<file path="src/ldo_bank_pkg.sv">
package ldo_bank_pkg;

  // Register offsets
  localparam logic [7:0] LDO_A_CONTROL_ADDR   = 8'h40;
  localparam logic [7:0] LDO_B_CONTROL_ADDR   = 8'h41;
  localparam logic [7:0] LDO_C_CONTROL_ADDR   = 8'h42;
  localparam logic [7:0] LDO_CONFIG_BANK_ADDR = 8'h43;

  // Control register fields
  localparam int CODE_LSB = 0;
  localparam int CODE_MSB = 4;
  localparam int ON_BIT   = 5;

  // Discharge and status register fields
  localparam int WE_BIT      = 1;
  localparam int DIS_A_BIT   = 2;
  localparam int PGOOD_A_BIT = 5;

  // Reset values
  localparam logic [4:0] CODE_RESET = 5'h00;
  localparam logic       ON_RESET   = 1'b0;
  localparam logic       DIS_RESET  = 1'b0;
  localparam logic       WE_RESET   = 1'b0;
  localparam logic [7:0] DATA_ZERO  = 8'h00;

  // Voltage table: range bases and steps in millivolts
  localparam logic [11:0] RANGE0_BASE_MV = 12'h578;
  localparam logic [11:0] RANGE1_BASE_MV = 12'h866;
  localparam logic [11:0] RANGE2_BASE_MV = 12'h9F6;
  localparam logic [11:0] RANGE3_BASE_MV = 12'hBB8;
  localparam logic [11:0] COARSE_STEP_MV = 12'h064;
  localparam logic [11:0] FINE_STEP_MV   = 12'h032;

  // Per-regulator control bundle
  typedef struct packed {
    logic [4:0]  code;
    logic        on;
    logic        discharge;
    logic [11:0] target_mv;
  } ldo_drive_t;

  // Register access request
  typedef struct packed {
    logic       wr;
    logic       rd;
    logic [7:0] addr;
    logic [7:0] wdata;
  } reg_req_t;

endpackage : ldo_bank_pkg

</file>
<file path="src/ldo_control_registers.sv">
// How it works
// - Five-bit voltage code per regulator, 40h-42h
// - Code decodes to range and step voltage
// - Bit 5 enables each regulator independently
// - Discharge enables at 43h bits 2-4
// - Discharge only when enabled and regulator off
// - Power-good flags at 43h bits 5-7
// - Power-good reads live comparator level
// - All fields reachable by serial accesses
// - Reserved bits read-only, read as zero
`timescale 1ns/1ns
`default_nettype none

module ldo_control_registers (
  // Clock and reset
  input  wire logic                      clk,
  input  wire logic                      rst,
  // Register access from serial interface logic
  input  wire ldo_bank_pkg::reg_req_t    req,
  output var  logic [7:0]                rdata,
  output var  logic                      rvalid,
  // Power-good comparators
  input  wire logic [2:0]                power_good_in,
  // Analog controls
  output var  ldo_bank_pkg::ldo_drive_t  ldo_a,
  output var  ldo_bank_pkg::ldo_drive_t  ldo_b,
  output var  ldo_bank_pkg::ldo_drive_t  ldo_c
);

  // Highest decoded voltage, used by the range checks
  localparam logic [11:0] TOP_MV = 12'(ldo_bank_pkg::RANGE3_BASE_MV + 12'h007 * ldo_bank_pkg::COARSE_STEP_MV);

  // Voltage code to millivolts
  function automatic logic [11:0] code_to_mv(input logic [4:0] code);
    logic [11:0] step;
    step = {9'h000, code[2:0]};
    case (code[4:3])
      2'b00:   code_to_mv = 12'(ldo_bank_pkg::RANGE0_BASE_MV + step * ldo_bank_pkg::COARSE_STEP_MV);
      2'b01:   code_to_mv = 12'(ldo_bank_pkg::RANGE1_BASE_MV + step * ldo_bank_pkg::FINE_STEP_MV);
      2'b10:   code_to_mv = 12'(ldo_bank_pkg::RANGE2_BASE_MV + step * ldo_bank_pkg::FINE_STEP_MV);
      default: code_to_mv = 12'(ldo_bank_pkg::RANGE3_BASE_MV + step * ldo_bank_pkg::COARSE_STEP_MV);
    endcase
  endfunction : code_to_mv

  // Stored fields
  logic [4:0] code_reg [3];
  logic [4:0] code_next [3];
  logic [2:0] on_reg;
  logic [2:0] on_next;
  logic [2:0] dis_reg;
  logic [2:0] dis_next;
  logic       we_reg;
  logic       we_next;
  logic [2:0] pgood_reg;
  logic [2:0] pgood_next;
  logic [7:0] rdata_next;
  logic       rvalid_next;
  ldo_bank_pkg::ldo_drive_t drive_next [3];
  ldo_bank_pkg::ldo_drive_t drive_reg [3];

  // Next-state of writable fields
  always_comb begin
    for (int i = 0; i < 3; i++) begin
      code_next[i] = code_reg[i];
    end
    on_next  = on_reg;
    dis_next = dis_reg;
    we_next  = we_reg;
    if (req.wr) begin
      for (int i = 0; i < 3; i++) begin
        if (req.addr == ldo_bank_pkg::LDO_A_CONTROL_ADDR + 8'(i)) begin
          code_next[i] = req.wdata[ldo_bank_pkg::CODE_MSB:ldo_bank_pkg::CODE_LSB];
          on_next[i]   = req.wdata[ldo_bank_pkg::ON_BIT];
        end
      end
      if (req.addr == ldo_bank_pkg::LDO_CONFIG_BANK_ADDR) begin
        dis_next = req.wdata[ldo_bank_pkg::DIS_A_BIT +: 3];
        we_next  = req.wdata[ldo_bank_pkg::WE_BIT];
        // status and reserved bits not stored
      end
    end
  end

  // Read mux and analog drive
  always_comb begin
    rdata_next  = ldo_bank_pkg::DATA_ZERO;
    rvalid_next = req.rd;
    pgood_next  = power_good_in;
    for (int i = 0; i < 3; i++) begin
      if (req.addr == ldo_bank_pkg::LDO_A_CONTROL_ADDR + 8'(i)) begin
        rdata_next[ldo_bank_pkg::CODE_MSB:ldo_bank_pkg::CODE_LSB] = code_reg[i];
        rdata_next[ldo_bank_pkg::ON_BIT] = on_reg[i];
      end
    end
    if (req.addr == ldo_bank_pkg::LDO_CONFIG_BANK_ADDR) begin
      rdata_next[ldo_bank_pkg::WE_BIT] = we_reg;
      rdata_next[ldo_bank_pkg::DIS_A_BIT +: 3] = dis_reg;
      rdata_next[ldo_bank_pkg::PGOOD_A_BIT +: 3] = pgood_reg;
    end
    if (!req.rd) begin
      rdata_next = ldo_bank_pkg::DATA_ZERO;
    end
    for (int i = 0; i < 3; i++) begin
      drive_next[i].code      = code_reg[i];
      drive_next[i].on        = on_reg[i];
      drive_next[i].discharge = dis_reg[i] & ~on_reg[i];
      drive_next[i].target_mv = code_to_mv(code_reg[i]);
    end
  end

  // Registers
  always_ff @(posedge clk or posedge rst) begin
    if (rst) begin
      for (int i = 0; i < 3; i++) begin
        code_reg[i]  <= ldo_bank_pkg::CODE_RESET;
        drive_reg[i] <= '0;
      end
      on_reg    <= {3{ldo_bank_pkg::ON_RESET}};
      dis_reg   <= {3{ldo_bank_pkg::DIS_RESET}};
      we_reg    <= ldo_bank_pkg::WE_RESET;
      pgood_reg <= 3'h0;
      rdata     <= ldo_bank_pkg::DATA_ZERO;
      rvalid    <= 1'b0;
    end else begin
      for (int i = 0; i < 3; i++) begin
        code_reg[i]  <= code_next[i];
        drive_reg[i] <= drive_next[i];
      end
      on_reg    <= on_next;
      dis_reg   <= dis_next;
      we_reg    <= we_next;
      pgood_reg <= pgood_next;
      rdata     <= rdata_next;
      rvalid    <= rvalid_next;
    end
  end

  // Outputs from registered bundles
  assign ldo_a = drive_reg[0];
  assign ldo_b = drive_reg[1];
  assign ldo_c = drive_reg[2];

  // Discharge a only while enabled and off
  discharge_gate_a: assert property (@(posedge clk) disable iff (rst)
    ##1 ldo_a.discharge == ($past(dis_reg[0]) && !$past(on_reg[0])))
    else $error("discharge a path wrong");

  // Discharge b only while enabled and off
  discharge_b_gate_a: assert property (@(posedge clk) disable iff (rst)
    ##1 ldo_b.discharge == ($past(dis_reg[1]) && !$past(on_reg[1])))
    else $error("discharge b path wrong");

  // Discharge c only while enabled and off
  discharge_c_gate_a: assert property (@(posedge clk) disable iff (rst)
    ##1 ldo_c.discharge == ($past(dis_reg[2]) && !$past(on_reg[2])))
    else $error("discharge c path wrong");

  // Enable b write reaches drive in two cycles
  enable_write_a: assert property (@(posedge clk) disable iff (rst)
    req.wr && req.addr == ldo_bank_pkg::LDO_B_CONTROL_ADDR |-> ##2 ldo_b.on == $past(req.wdata[ldo_bank_pkg::ON_BIT], 2))
    else $error("enable b bit not applied");

  // Enable a write reaches drive
  enable_a_write_a: assert property (@(posedge clk) disable iff (rst)
    req.wr && req.addr == ldo_bank_pkg::LDO_A_CONTROL_ADDR |-> ##2 ldo_a.on == $past(req.wdata[ldo_bank_pkg::ON_BIT], 2))
    else $error("enable a bit not applied");

  // Enable c write reaches drive
  enable_c_write_a: assert property (@(posedge clk) disable iff (rst)
    req.wr && req.addr == ldo_bank_pkg::LDO_C_CONTROL_ADDR |-> ##2 ldo_c.on == $past(req.wdata[ldo_bank_pkg::ON_BIT], 2))
    else $error("enable c bit not applied");

  // Write to a leaves other enables
  enable_indep_a: assert property (@(posedge clk) disable iff (rst)
    req.wr && req.addr == ldo_bank_pkg::LDO_A_CONTROL_ADDR |=> on_reg[2:1] == $past(on_reg[2:1]))
    else $error("enable write not independent");

  // Code c write reaches drive
  code_write_a: assert property (@(posedge clk) disable iff (rst)
    req.wr && req.addr == ldo_bank_pkg::LDO_C_CONTROL_ADDR
      |-> ##2 ldo_c.code == $past(req.wdata[ldo_bank_pkg::CODE_MSB:ldo_bank_pkg::CODE_LSB], 2))
    else $error("voltage code c not applied");

  // Code a write reaches drive
  code_a_write_a: assert property (@(posedge clk) disable iff (rst)
    req.wr && req.addr == ldo_bank_pkg::LDO_A_CONTROL_ADDR
      |-> ##2 ldo_a.code == $past(req.wdata[ldo_bank_pkg::CODE_MSB:ldo_bank_pkg::CODE_LSB], 2))
    else $error("voltage code a not applied");

  // Code b write reaches drive
  code_b_write_a: assert property (@(posedge clk) disable iff (rst)
    req.wr && req.addr == ldo_bank_pkg::LDO_B_CONTROL_ADDR
      |-> ##2 ldo_b.code == $past(req.wdata[ldo_bank_pkg::CODE_MSB:ldo_bank_pkg::CODE_LSB], 2))
    else $error("voltage code b not applied");

  // Decoded voltage a in range once out of reset
  decode_range_a: assert property (@(posedge clk) disable iff (rst)
    !$past(rst) |-> ldo_a.target_mv >= ldo_bank_pkg::RANGE0_BASE_MV && ldo_a.target_mv <= TOP_MV)
    else $error("decoded voltage a out of range");

  // Decoded voltage b in range once out of reset
  decode_b_range_a: assert property (@(posedge clk) disable iff (rst)
    !$past(rst) |-> ldo_b.target_mv >= ldo_bank_pkg::RANGE0_BASE_MV && ldo_b.target_mv <= TOP_MV)
    else $error("decoded voltage b out of range");

  // Decoded voltage c in range once out of reset
  decode_c_range_a: assert property (@(posedge clk) disable iff (rst)
    !$past(rst) |-> ldo_c.target_mv >= ldo_bank_pkg::RANGE0_BASE_MV && ldo_c.target_mv <= TOP_MV)
    else $error("decoded voltage c out of range");

  // Top code decodes to top voltage
  decode_top_a: assert property (@(posedge clk) disable iff (rst)
    ##1 $past(code_reg[0]) == 5'h1F |-> ldo_a.target_mv == TOP_MV)
    else $error("top code decode wrong");

  // Second range starts at its base
  decode_base_a: assert property (@(posedge clk) disable iff (rst)
    ##1 $past(code_reg[1]) == 5'h08 |-> ldo_b.target_mv == ldo_bank_pkg::RANGE1_BASE_MV)
    else $error("second range base wrong");

  // Third range starts at its base
  decode_mid_base_a: assert property (@(posedge clk) disable iff (rst)
    ##1 $past(code_reg[1]) == 5'h10 |-> ldo_b.target_mv == ldo_bank_pkg::RANGE2_BASE_MV)
    else $error("third range base wrong");

  // Top range starts at its base
  decode_high_base_a: assert property (@(posedge clk) disable iff (rst)
    ##1 $past(code_reg[1]) == 5'h18 |-> ldo_b.target_mv == ldo_bank_pkg::RANGE3_BASE_MV)
    else $error("top range base wrong");

  // Fine range steps by the fine step
  decode_fine_step_a: assert property (@(posedge clk) disable iff (rst)
    ##1 $past(code_reg[1]) == 5'h09
      |-> ldo_b.target_mv == 12'(ldo_bank_pkg::RANGE1_BASE_MV + ldo_bank_pkg::FINE_STEP_MV))
    else $error("fine step decode wrong");

  // Power-good read is live
  pgood_read_a: assert property (@(posedge clk) disable iff (rst)
    req.rd && req.addr == ldo_bank_pkg::LDO_CONFIG_BANK_ADDR
      |=> rdata[ldo_bank_pkg::PGOOD_A_BIT +: 3] == $past(pgood_reg))
    else $error("power-good read mismatch");

  // Reserved bits read zero
  reserved_zero_a: assert property (@(posedge clk) disable iff (rst)
    rvalid && $past(req.addr) != ldo_bank_pkg::LDO_CONFIG_BANK_ADDR |-> rdata[7:6] == 2'b00)
    else $error("reserved bits nonzero");

  // Write-exact bit read back
  we_readback_a: assert property (@(posedge clk) disable iff (rst)
    req.rd && req.addr == ldo_bank_pkg::LDO_CONFIG_BANK_ADDR |=> rdata[1] == $past(we_reg) && rdata[0] == 1'b0)
    else $error("write-exact readback wrong");

  // Status bits ignore writes
  status_hold_a: assert property (@(posedge clk) disable iff (rst)
    1'b1 |=> pgood_reg == $past(power_good_in))
    else $error("power-good flag not live");

  // Discharge write stored
  dis_write_a: assert property (@(posedge clk) disable iff (rst)
    req.wr && req.addr == ldo_bank_pkg::LDO_CONFIG_BANK_ADDR
      |=> dis_reg == $past(req.wdata[ldo_bank_pkg::DIS_A_BIT +: 3]))
    else $error("discharge bits not stored");

  // Discharge enables read back
  dis_read_a: assert property (@(posedge clk) disable iff (rst)
    req.rd && req.addr == ldo_bank_pkg::LDO_CONFIG_BANK_ADDR
      |=> rdata[ldo_bank_pkg::DIS_A_BIT +: 3] == $past(dis_reg))
    else $error("discharge readback wrong");

  // Read answered next cycle
  read_answer_a: assert property (@(posedge clk) disable iff (rst)
    req.rd |=> rvalid)
    else $error("read not answered");

  // No answer without a read
  rvalid_pulse_a: assert property (@(posedge clk) disable iff (rst)
    !req.rd |=> !rvalid)
    else $error("answer without read");

  // Read data zero between answers
  read_idle_zero_a: assert property (@(posedge clk) disable iff (rst)
    !rvalid |-> rdata == ldo_bank_pkg::DATA_ZERO)
    else $error("read data not zero when idle");

  // Control register a read back
  ctrl_read_a: assert property (@(posedge clk) disable iff (rst)
    req.rd && req.addr == ldo_bank_pkg::LDO_A_CONTROL_ADDR
      |=> rdata[ldo_bank_pkg::CODE_MSB:ldo_bank_pkg::CODE_LSB] == $past(code_reg[0])
          && rdata[ldo_bank_pkg::ON_BIT] == $past(on_reg[0]))
    else $error("control register readback wrong");

  // Power-good clears below threshold
  pgood_live_a: assert property (@(posedge clk) disable iff (rst)
    ##1 !$past(power_good_in[0]) |-> !pgood_reg[0])
    else $error("power-good set while below threshold");

  // Power-good sets when output good
  pgood_rise_a: assert property (@(posedge clk) disable iff (rst)
    ##1 $past(power_good_in[0]) |-> pgood_reg[0])
    else $error("power-good clear while output good");

  // Unmapped writes above 43h leave enables, discharge and write-exact bit
  unmapped_write_a: assert property (@(posedge clk) disable iff (rst)
    req.wr && req.addr > ldo_bank_pkg::LDO_CONFIG_BANK_ADDR
      |=> on_reg == $past(on_reg) && dis_reg == $past(dis_reg) && we_reg == $past(we_reg))
    else $error("unmapped write changed state");

  // Write-exact bit stored on write
  we_store_a: assert property (@(posedge clk) disable iff (rst)
    req.wr && req.addr == ldo_bank_pkg::LDO_CONFIG_BANK_ADDR
      |=> we_reg == $past(req.wdata[ldo_bank_pkg::WE_BIT]))
    else $error("write-exact bit not stored");

endmodule : ldo_control_registers

`default_nettype wire

</file>
<file path="config.mk">
export PLATFORM = sky130hd
export DESIGN_NAME = ldo_control_registers
export DESIGN_NICKNAME = d
export VERILOG_FILES = /design/src/ldo_bank_pkg.sv /design/src/ldo_control_registers.sv
export SDC_FILE = /design/constraint.sdc
export NUM_CORES = 1
export LEC_CHECK = 0
export ABC_AREA = 1
export BUFFER_PORTS_ARGS = -buffer_cell sky130_fd_sc_hd__buf_2
export CORE_MARGIN = 5
export CORE_UTILIZATION = 56
export CTS_CLUSTER_SIZE = 10
export DETAILED_ROUTE_END_ITERATION = 8
export MAX_ROUTING_LAYER = met4
export PLACE_DENSITY = 0.8
export SKIP_CTS_REPAIR_TIMING = 1
export SYNTH_ARGS = -nofsm -noshare
export SYNTH_HDL_FRONTEND = slang
export SYNTH_SLANG_ARGS = --single-unit
</file>
<file path="constraint.sdc">
create_clock -name clk -period 2.8 [get_ports clk]
set_input_delay 0.14 -clock clk [delete_from_list [all_inputs] [get_ports clk]]
set_output_delay 0.14 -clock clk [all_outputs]
set_load 0.01 [all_outputs]
</file>
# After elaboration in Yosys (flattened, before gate mapping)
# Index checks and enable logic that the tools add are counted.
# word_totals
regBits	91
inputBits	23
wordCells	72
# op_classes
add_sub_neg	12
reduce_logical	7
bitwise	6
eq_ne	10
multipliers	6
muxes	8
# ops
cell	count
12-bit case mux with 3 select lines	3
12-bit by 9-bit adder with 12-bit output, first input constant	6
3-bit by 5-bit multiplier with 8-bit output, second input constant	6
11-bit by 10-bit adder with 12-bit output, first input constant	3
12-bit by 10-bit adder with 12-bit output, first input constant	3
8-bit by 7-bit equality test with 1-bit output, second input constant	4
6-bit 2-to-1 mux	3
8-bit 2-to-1 mux	1
2-bit AND reduction	4
7-bit 2-to-1 mux	1
2-bit by 1-bit equality test with 1-bit output, second input constant	3
2-bit equality test, second input constant	3
2-bit zero test	3
1-bit bitwise AND	3
1-bit NOT	3

# Depth between registers and ports, before layout
# Gate-level depths: netlist of the first run.
# depth
depth_word	6
mapped_depth	13
mapped_depth_nobuf	13

# Worst setup path before layout of the first run
# OpenSTA, ideal clock, no wires.
# synth_path
path_kind	flip-flop to flip-flop
from	register code_reg[1] (netlist bit)
to	register drive_reg (netlist bit ldo_c[9])
period_less_slack_ns	2.418
path_buffers	0
t_arrival_ns	2.350
required_ns	2.732
path_stages_with_launch	14
path_slack_ns	0.382
path_cell_list	dfrtp_1 inv_1 ha_1 ha_1 ha_1 nor2_1 inv_1 ha_1 inv_1 nor3_1 nand2_1 nand3_1 nand2_1 nand3_1
# synth_lines
element	line	source
from (decl)	ldo_control_registers.sv:46	logic [4:0] code_reg [3];
from (signal, indexed assignment)	ldo_control_registers.sv:115	code_reg[i] <= ldo_bank_pkg::CODE_RESET;
from (signal, indexed assignment)	ldo_control_registers.sv:126	code_reg[i] <= code_next[i];
to (signal, indexed assignment)	ldo_control_registers.sv:127	drive_reg[i] <= drive_next[i];
to (decl)	ldo_control_registers.sv:59	ldo_bank_pkg::ldo_drive_t drive_reg [3];

==> reports/qor.yml, run 1 <==
outcome:
  status: "finished, final reports clean"
clock_tree:
  numCtsBuffers: 9
  root_buffer: "clkbuf_8"
  cts_buffer_depth: 2
  clkTransAtPathRegs_ns: 0.10
  cts_tree: "done"
  clock-sinks: 88
  clock_latency_ns: 0.35
  htree_levels: 3
layout:
  area_delta_synth_final_pct: 17.1
  layout.nets: 776
  fin_cells: 818
  reg.largest.list: "ldo_a (18), ldo_b (18), ldo_c (18)"
  layout_commonest_cell: "nand2_1"
  drive_above_1_share: 0.177
  antenna_cells: 0
  final_cell_mix: "nand2_1, dfrtp_1, inv_1, buf_2, nand3_1"
  final_area_um2: 5820
  utilization: 0.671
logic_synthesis:
  synth_cells: 607
  yosysWarningCount: 0
  synth-seq-area-share: 0.443
  async_reset_ff_frac: 1.00
  synth_ff_type: "dfrtp_1"
  synth_cell_types: 35
  syn_avg_cell_area_um2: 8.19
  ys_ff_latch: 88
  synth_area_um2: 4970
  synth_edf_count: 0
floorplan:
  fp.coreArea_um2: 8680
  die_x_um: 104
  num_rows: 34
  die_area_um2: 10900
  die_y_um: 104
  io_pins: 89
  start_util: 0.573
timing:
  rsz0062_at_grt: "no"
  fin_skew_ns: 0.0109
  setup-tns-final_ns: 0
  slew_viol_final: 0
  final-setup-viol-count: 0
  clock.fmax_mhz: 398
  period_needed_ns: 2.51
  worstMarginPinSlew_ns: 0.709
  fin_crit_sh: 0.898
  finalHoldViolCount: 0
  relSlewSlack: 0.527
global_routing:
  overflow: 0
  grt_max_degree: 48
  grt_pass1_vias: 4266
  grt_pass1_wl_um: 20700
  grtUsageTotal: 0.237
  grt_antenna_before_repair: 0
setup_path:
  end_kind: "register"
  arrival_ns: 2.82
  cp.required_ns: 3.10
  path_class: "register to register"
  reg2reg_slack_ns: 0.29
  r2r_cells: 12
  regToRegStartpoint: "code_reg[11]"
  timing.rr.end: "ldo_a[9]"
  worst-path-max-fanout: 9
  critPathLaunchType: "register"
  startpoint: "code_reg[11]"
  critPathCapture: "ldo_a[9]"
power:
  p_sw_uw: 908
  p_per_area_nw_per_um2: 535
  ir_drop_uv: 279
  p_seq_frac: 0.455
  clkPwrFrac: 0.346
  internal-power_uw: 2210
  combPwrFrac: 0.198
  p_leak_uw: 0.00317
  swShare: 0.292
worst_hold_path:
  hold_path_class: "input port to register"
routing:
  vias: 4396
  firstDrtPassIters: 5
  first_iter_violations: 250
  drtAntennaViolNets: 0
  avgRoutedWirePerCell_um: 15.0
  routed_via_density: 5.37
  route.detailed.drc: 0
  wirelength_um: 12300
job:
  cap_violations: 0
placement:
  place_area_um2: 5520
  port_buffers: 83
  place_hpwl_um: 9310
  place_congestion: 0.945
  place_inst: 797
[cells in the mapped netlist, drive strengths merged (2+ instances only)]
library cell	instances	share of area
dfrtp	88	0.44
xnor2	2	0.0050
o211ai	3	0.0045
o21ai	48	0.051
inv	88	0.066
clkbuf	3	0.0028
nand3	67	0.070
xor2	2	0.0035
a21oi	21	0.021
nor2	48	0.042
buf	8	0.013
nor3	6	0.0081
o2111ai	2	0.0035
a31oi	3	0.0038
nand2	148	0.11
ha	48	0.12
nand4	4	0.0050
nor3b	3	0.0045
o22ai	10	0.013
[worst max-delay path: stages (launching register included)]
cell and delay, ns:
dfrtp_1 0.52, inv_1 0.19, ha_1 0.35, ha_1 0.24
xnor2_2 0.18, inv_1 0.11, ha_1 0.35, inv_1 0.07
nor3_1 0.18, nand2_1 0.07, nand3_1 0.07, nand2_1 0.05
nand3_1 0.09
[kinds of logic after synthesis]
logic type,count (synthesis),share of synthesized area
AND/OR/NAND/NOR,278,0.246
buffers and inverters,100,0.0834
AO/OA/AOI/OAI,88,0.0977
flip-flops,88,0.443
adder cells (fa/ha/maj),48,0.121
XOR/XNOR,4,0.00856
other,1,0.000755
[how the worst min path moves through the flow]
| stage | cells past startpoint | to | slack [ns] | start |
|---|---|---|---|---|
| 2_1_floorplan | 0 | pgood_reg[0] | 0.17 | power_good_in[0] |
| 3_3_place_gp | 1 | pgood_reg[2] | 0.25 | power_good_in[2] |
| 3_5_place_dp | 1 | pgood_reg[2] | 0.25 | power_good_in[2] |
| 4_1_cts | 2 | code_reg[14] | -0.12 | rst |
| 5_1_grt | 3 | dis_reg[2] | 0.06 | req[4] |
| 6_report | 3 | dis_reg[0] | 0.03 | req[2] |
[stage by stage]
step / setup slack [ns] / total power, uW / hold slack, ns
5_1_grt: 0.0281 / 3270 / 0.0637
3_3_place_gp: 0.399 / 2040 / 0.251
2_1_floorplan: 0.381 / 1830 / 0.171
4_1_cts: 0.288 / 3130 / -0.117
3_5_place_dp: 0.313 / 2050 / 0.251
6_report: 0.285 / 3120 / 0.0256
[area by class of cell]
type | count | area, um2
clock buffer | 9 | 124
clock inverter | 7 | 125
inverter | 89 | 335
sequential | 88 | 2200
tap | 108 | 135
timing repair buffer | 96 | 538
multi-input combinational | 421 | 2360
fill | 740 | 2860
[power by group through the flow]
stage / sequential (uW) / combinational, uW / clock [uW]
after floorplan: 1500 / 335 / 0
after global placement: 1440 / 597 / 0
after detailed placement: 1440 / 607 / 0
after CTS: 1420 / 612 / 1100
after global routing: 1430 / 690 / 1150
final: 1420 / 618 / 1080
[layer usage]
| layer | routed length, um | track usage | share of wire | vias to the layer above |
|---|---|---|---|---|
| li1 | - | - | - | 2153 |
| met1 | 5280 | 0.308 | 0.43 | 2053 |
| met2 | 5890 | 0.371 | 0.48 | 162 |
| met3 | 745 | 0.0379 | 0.061 | 28 |
| met4 | 339 | 0.0971 | 0.028 | 0 |
| met5 | 0 | - | 0 | - |
Note: power is estimated with default switching activity, not from simulation.
==> run 2, diff against run 1 <==
- BUFFER_PORTS_ARGS: -buffer_cell sky130_fd_sc_hd__buf_2 -> unset
- CORE_UTILIZATION: 56 -> 60
- DONT_BUFFER_PORTS: unset -> 1
- PLACE_DENSITY: 0.8 -> 0.76
- REMOVE_ABC_BUFFERS: unset -> 1
==> run 2 against run 1 <==
Clock power fell by 19%; cell count down 9.9%; sequential power increased by 5%; global-route usage rose by 1.6 points; critical path type unchanged; sequential share of layout area grew 2.9 points; combinational power down 26%; largest cell class unchanged; clock skew is 0.0042 ns lower; highest routed layer unchanged; worst hold slack lost 0.023 ns; die area down 6.0%; largest power group unchanged; non-clock buffer count shrank 77; routed wire length fell by 4.3%; power is 9.6% lower.
==> reports/qor.yml, run 2 (synthesized netlist as in run 1, its figures left out) <==
routing:
  route.detailed.drc: 0
  wirelength_um: 11700
  first_iter_violations: 197
  firstDrtPassIters: 5
  vias: 4072
  drtAntennaViolNets: 0
  avgRoutedWirePerCell_um: 15.9
  routed_via_density: 5.53
setup_path:
  end_kind: "register"
  worst-path-max-fanout: 5
  path_class: "register to register"
  reg2reg_slack_ns: 0.28
  regToRegStartpoint: "code_reg[1]"
  cp.required_ns: 3.08
  critPathLaunchType: "register"
  r2r_cells: 13
  timing.rr.end: "ldo_c[9]"
  arrival_ns: 2.81
placement:
  port_buffers: 0
  place_hpwl_um: 8750
  place_inst: 712
  place_congestion: 0.901
timing:
  slew_viol_final: 0
  period_needed_ns: 2.52
  relSlewSlack: 0.658
  worstMarginPinSlew_ns: 0.512
  setup-tns-final_ns: 0
  final-setup-viol-count: 0
  fin_skew_ns: 0.00675
  finalHoldViolCount: 0
  rsz0062_at_grt: "no"
  fin_crit_sh: 0.902
  clock.fmax_mhz: 396
clock_tree:
  clock-sinks: 88
  numCtsBuffers: 9
  root_buffer: "clkbuf_8"
  cts_buffer_depth: 2
  cts_tree: "done"
  htree_levels: 3
  clkTransAtPathRegs_ns: 0.08
  clock_latency_ns: 0.35
worst_hold_path:
  min_from: "req[3]"
  min_path_cells: 2
  hold_path_class: "input port to register"
  min_to: "code_reg[8]"
power:
  p_leak_uw: 0.00280
  ir_drop_uv: 235
  p_per_area_nw_per_um2: 521
floorplan:
  start_util: 0.611
  die_x_um: 101
  num_rows: 33
  io_pins: 89
  die_y_um: 101
  fp.coreArea_um2: 8130
  die_area_um2: 10200
global_routing:
  grt_antenna_before_repair: 0
  grt_max_degree: 73
  grt_pass1_wl_um: 19700
  grt_pass1_vias: 3998
  grtUsageTotal: 0.253
  overflow: 0
layout:
  fin_cells: 737
  layout.nets: 699
  final_cell_mix: "nand2_1, dfrtp_1, inv_1, nand3_1, ha_1"
  drive_above_1_share: 0.0665
  reg.largest.list: "ldo_a (18), ldo_b (18), ldo_c (18)"
  layout_commonest_cell: "nand2_1"
  area_delta_synth_final_pct: 8.79
  antenna_cells: 0
job:
  cap_violations: 0
outcome:
  status: "finished, final reports clean"
run 2: cell count changes in the layout (fill, tap and decap cells not counted):
cell / delta
inv_6: -2
dlygate4sd3_1: +5
buf_2: -83
bufinv_16: -2
buf_4: +1
clkbuf_1: +1
clkinvlp_4: +1
clkbuf_8: +1
run 2: critical path, cell delays in order (launching register included):
cell     delay, ns
dfrtp_1       0.35
inv_1         0.06
ha_1          0.31
ha_1          0.21
ha_1          0.17
nor2_1        0.31
inv_1         0.14
ha_1          0.36
inv_1         0.08
nor3_1        0.18
nand2_1       0.07
nand3_1       0.08
nand2_1       0.06
nand3_1       0.08
run 2: power breakdown:
part | internal [uW] | switching, uW | total (uW)
Combinational | 163 | 296 | 459
Sequential | 1380 | 106 | 1490
Clock | 435 | 435 | 871
run 2: metal layers:
layer / share of wire / routed length, um / GRT usage / up-vias
met5: 0 / 0 / - / -
met4: 0.019 / 218 / 0.0930 / 0
met2: 0.49 / 5760 / 0.409 / 132
li1: - / - / - / 1996
met1: 0.44 / 5110 / 0.317 / 1924
met3: 0.055 / 642 / 0.0519 / 20
run 2: final cells by class:
type,instances,area [um2]
Fill cell,699,2730
Inverter,89,335
Clock buffer,11,141
Sequential cell,88,2200
Clock inverter,4,55.1
Multi-Input combinational cell,421,2360
Tap cell,105,131
Timing Repair Buffer,19,180
run 2: per-stage QoR:
step	hold slack (ns)	util	setup WS (ns)	power, uW	instance area [um2]
finish	0.00264	0.665	0.275	2820	5410
global route	0.00267	0.665	0.0474	2970	5410
CTS	-0.414	0.652	0.302	2820	5310
detailed placement	-0.0265	0.628	0.322	1950	5110
global placement	-0.0309	0.628	0.419	1940	5110
floorplan	0.171	-	0.381	1830	4900
run 2: worst max path at each step:
stage | startpoint | end | slack, ns | cells after the start
2_1_floorplan | rst | code_reg[0] | 0.38 | 1
3_3_place_gp | code_reg[1] | ldo_c[9] | 0.42 | 13
3_5_place_dp | code_reg[1] | ldo_c[9] | 0.32 | 13
4_1_cts | code_reg[1] | ldo_c[9] | 0.30 | 13
5_1_grt | code_reg[2] | ldo_c[9] | 0.05 | 13
6_report | code_reg[1] | ldo_c[9] | 0.28 | 13
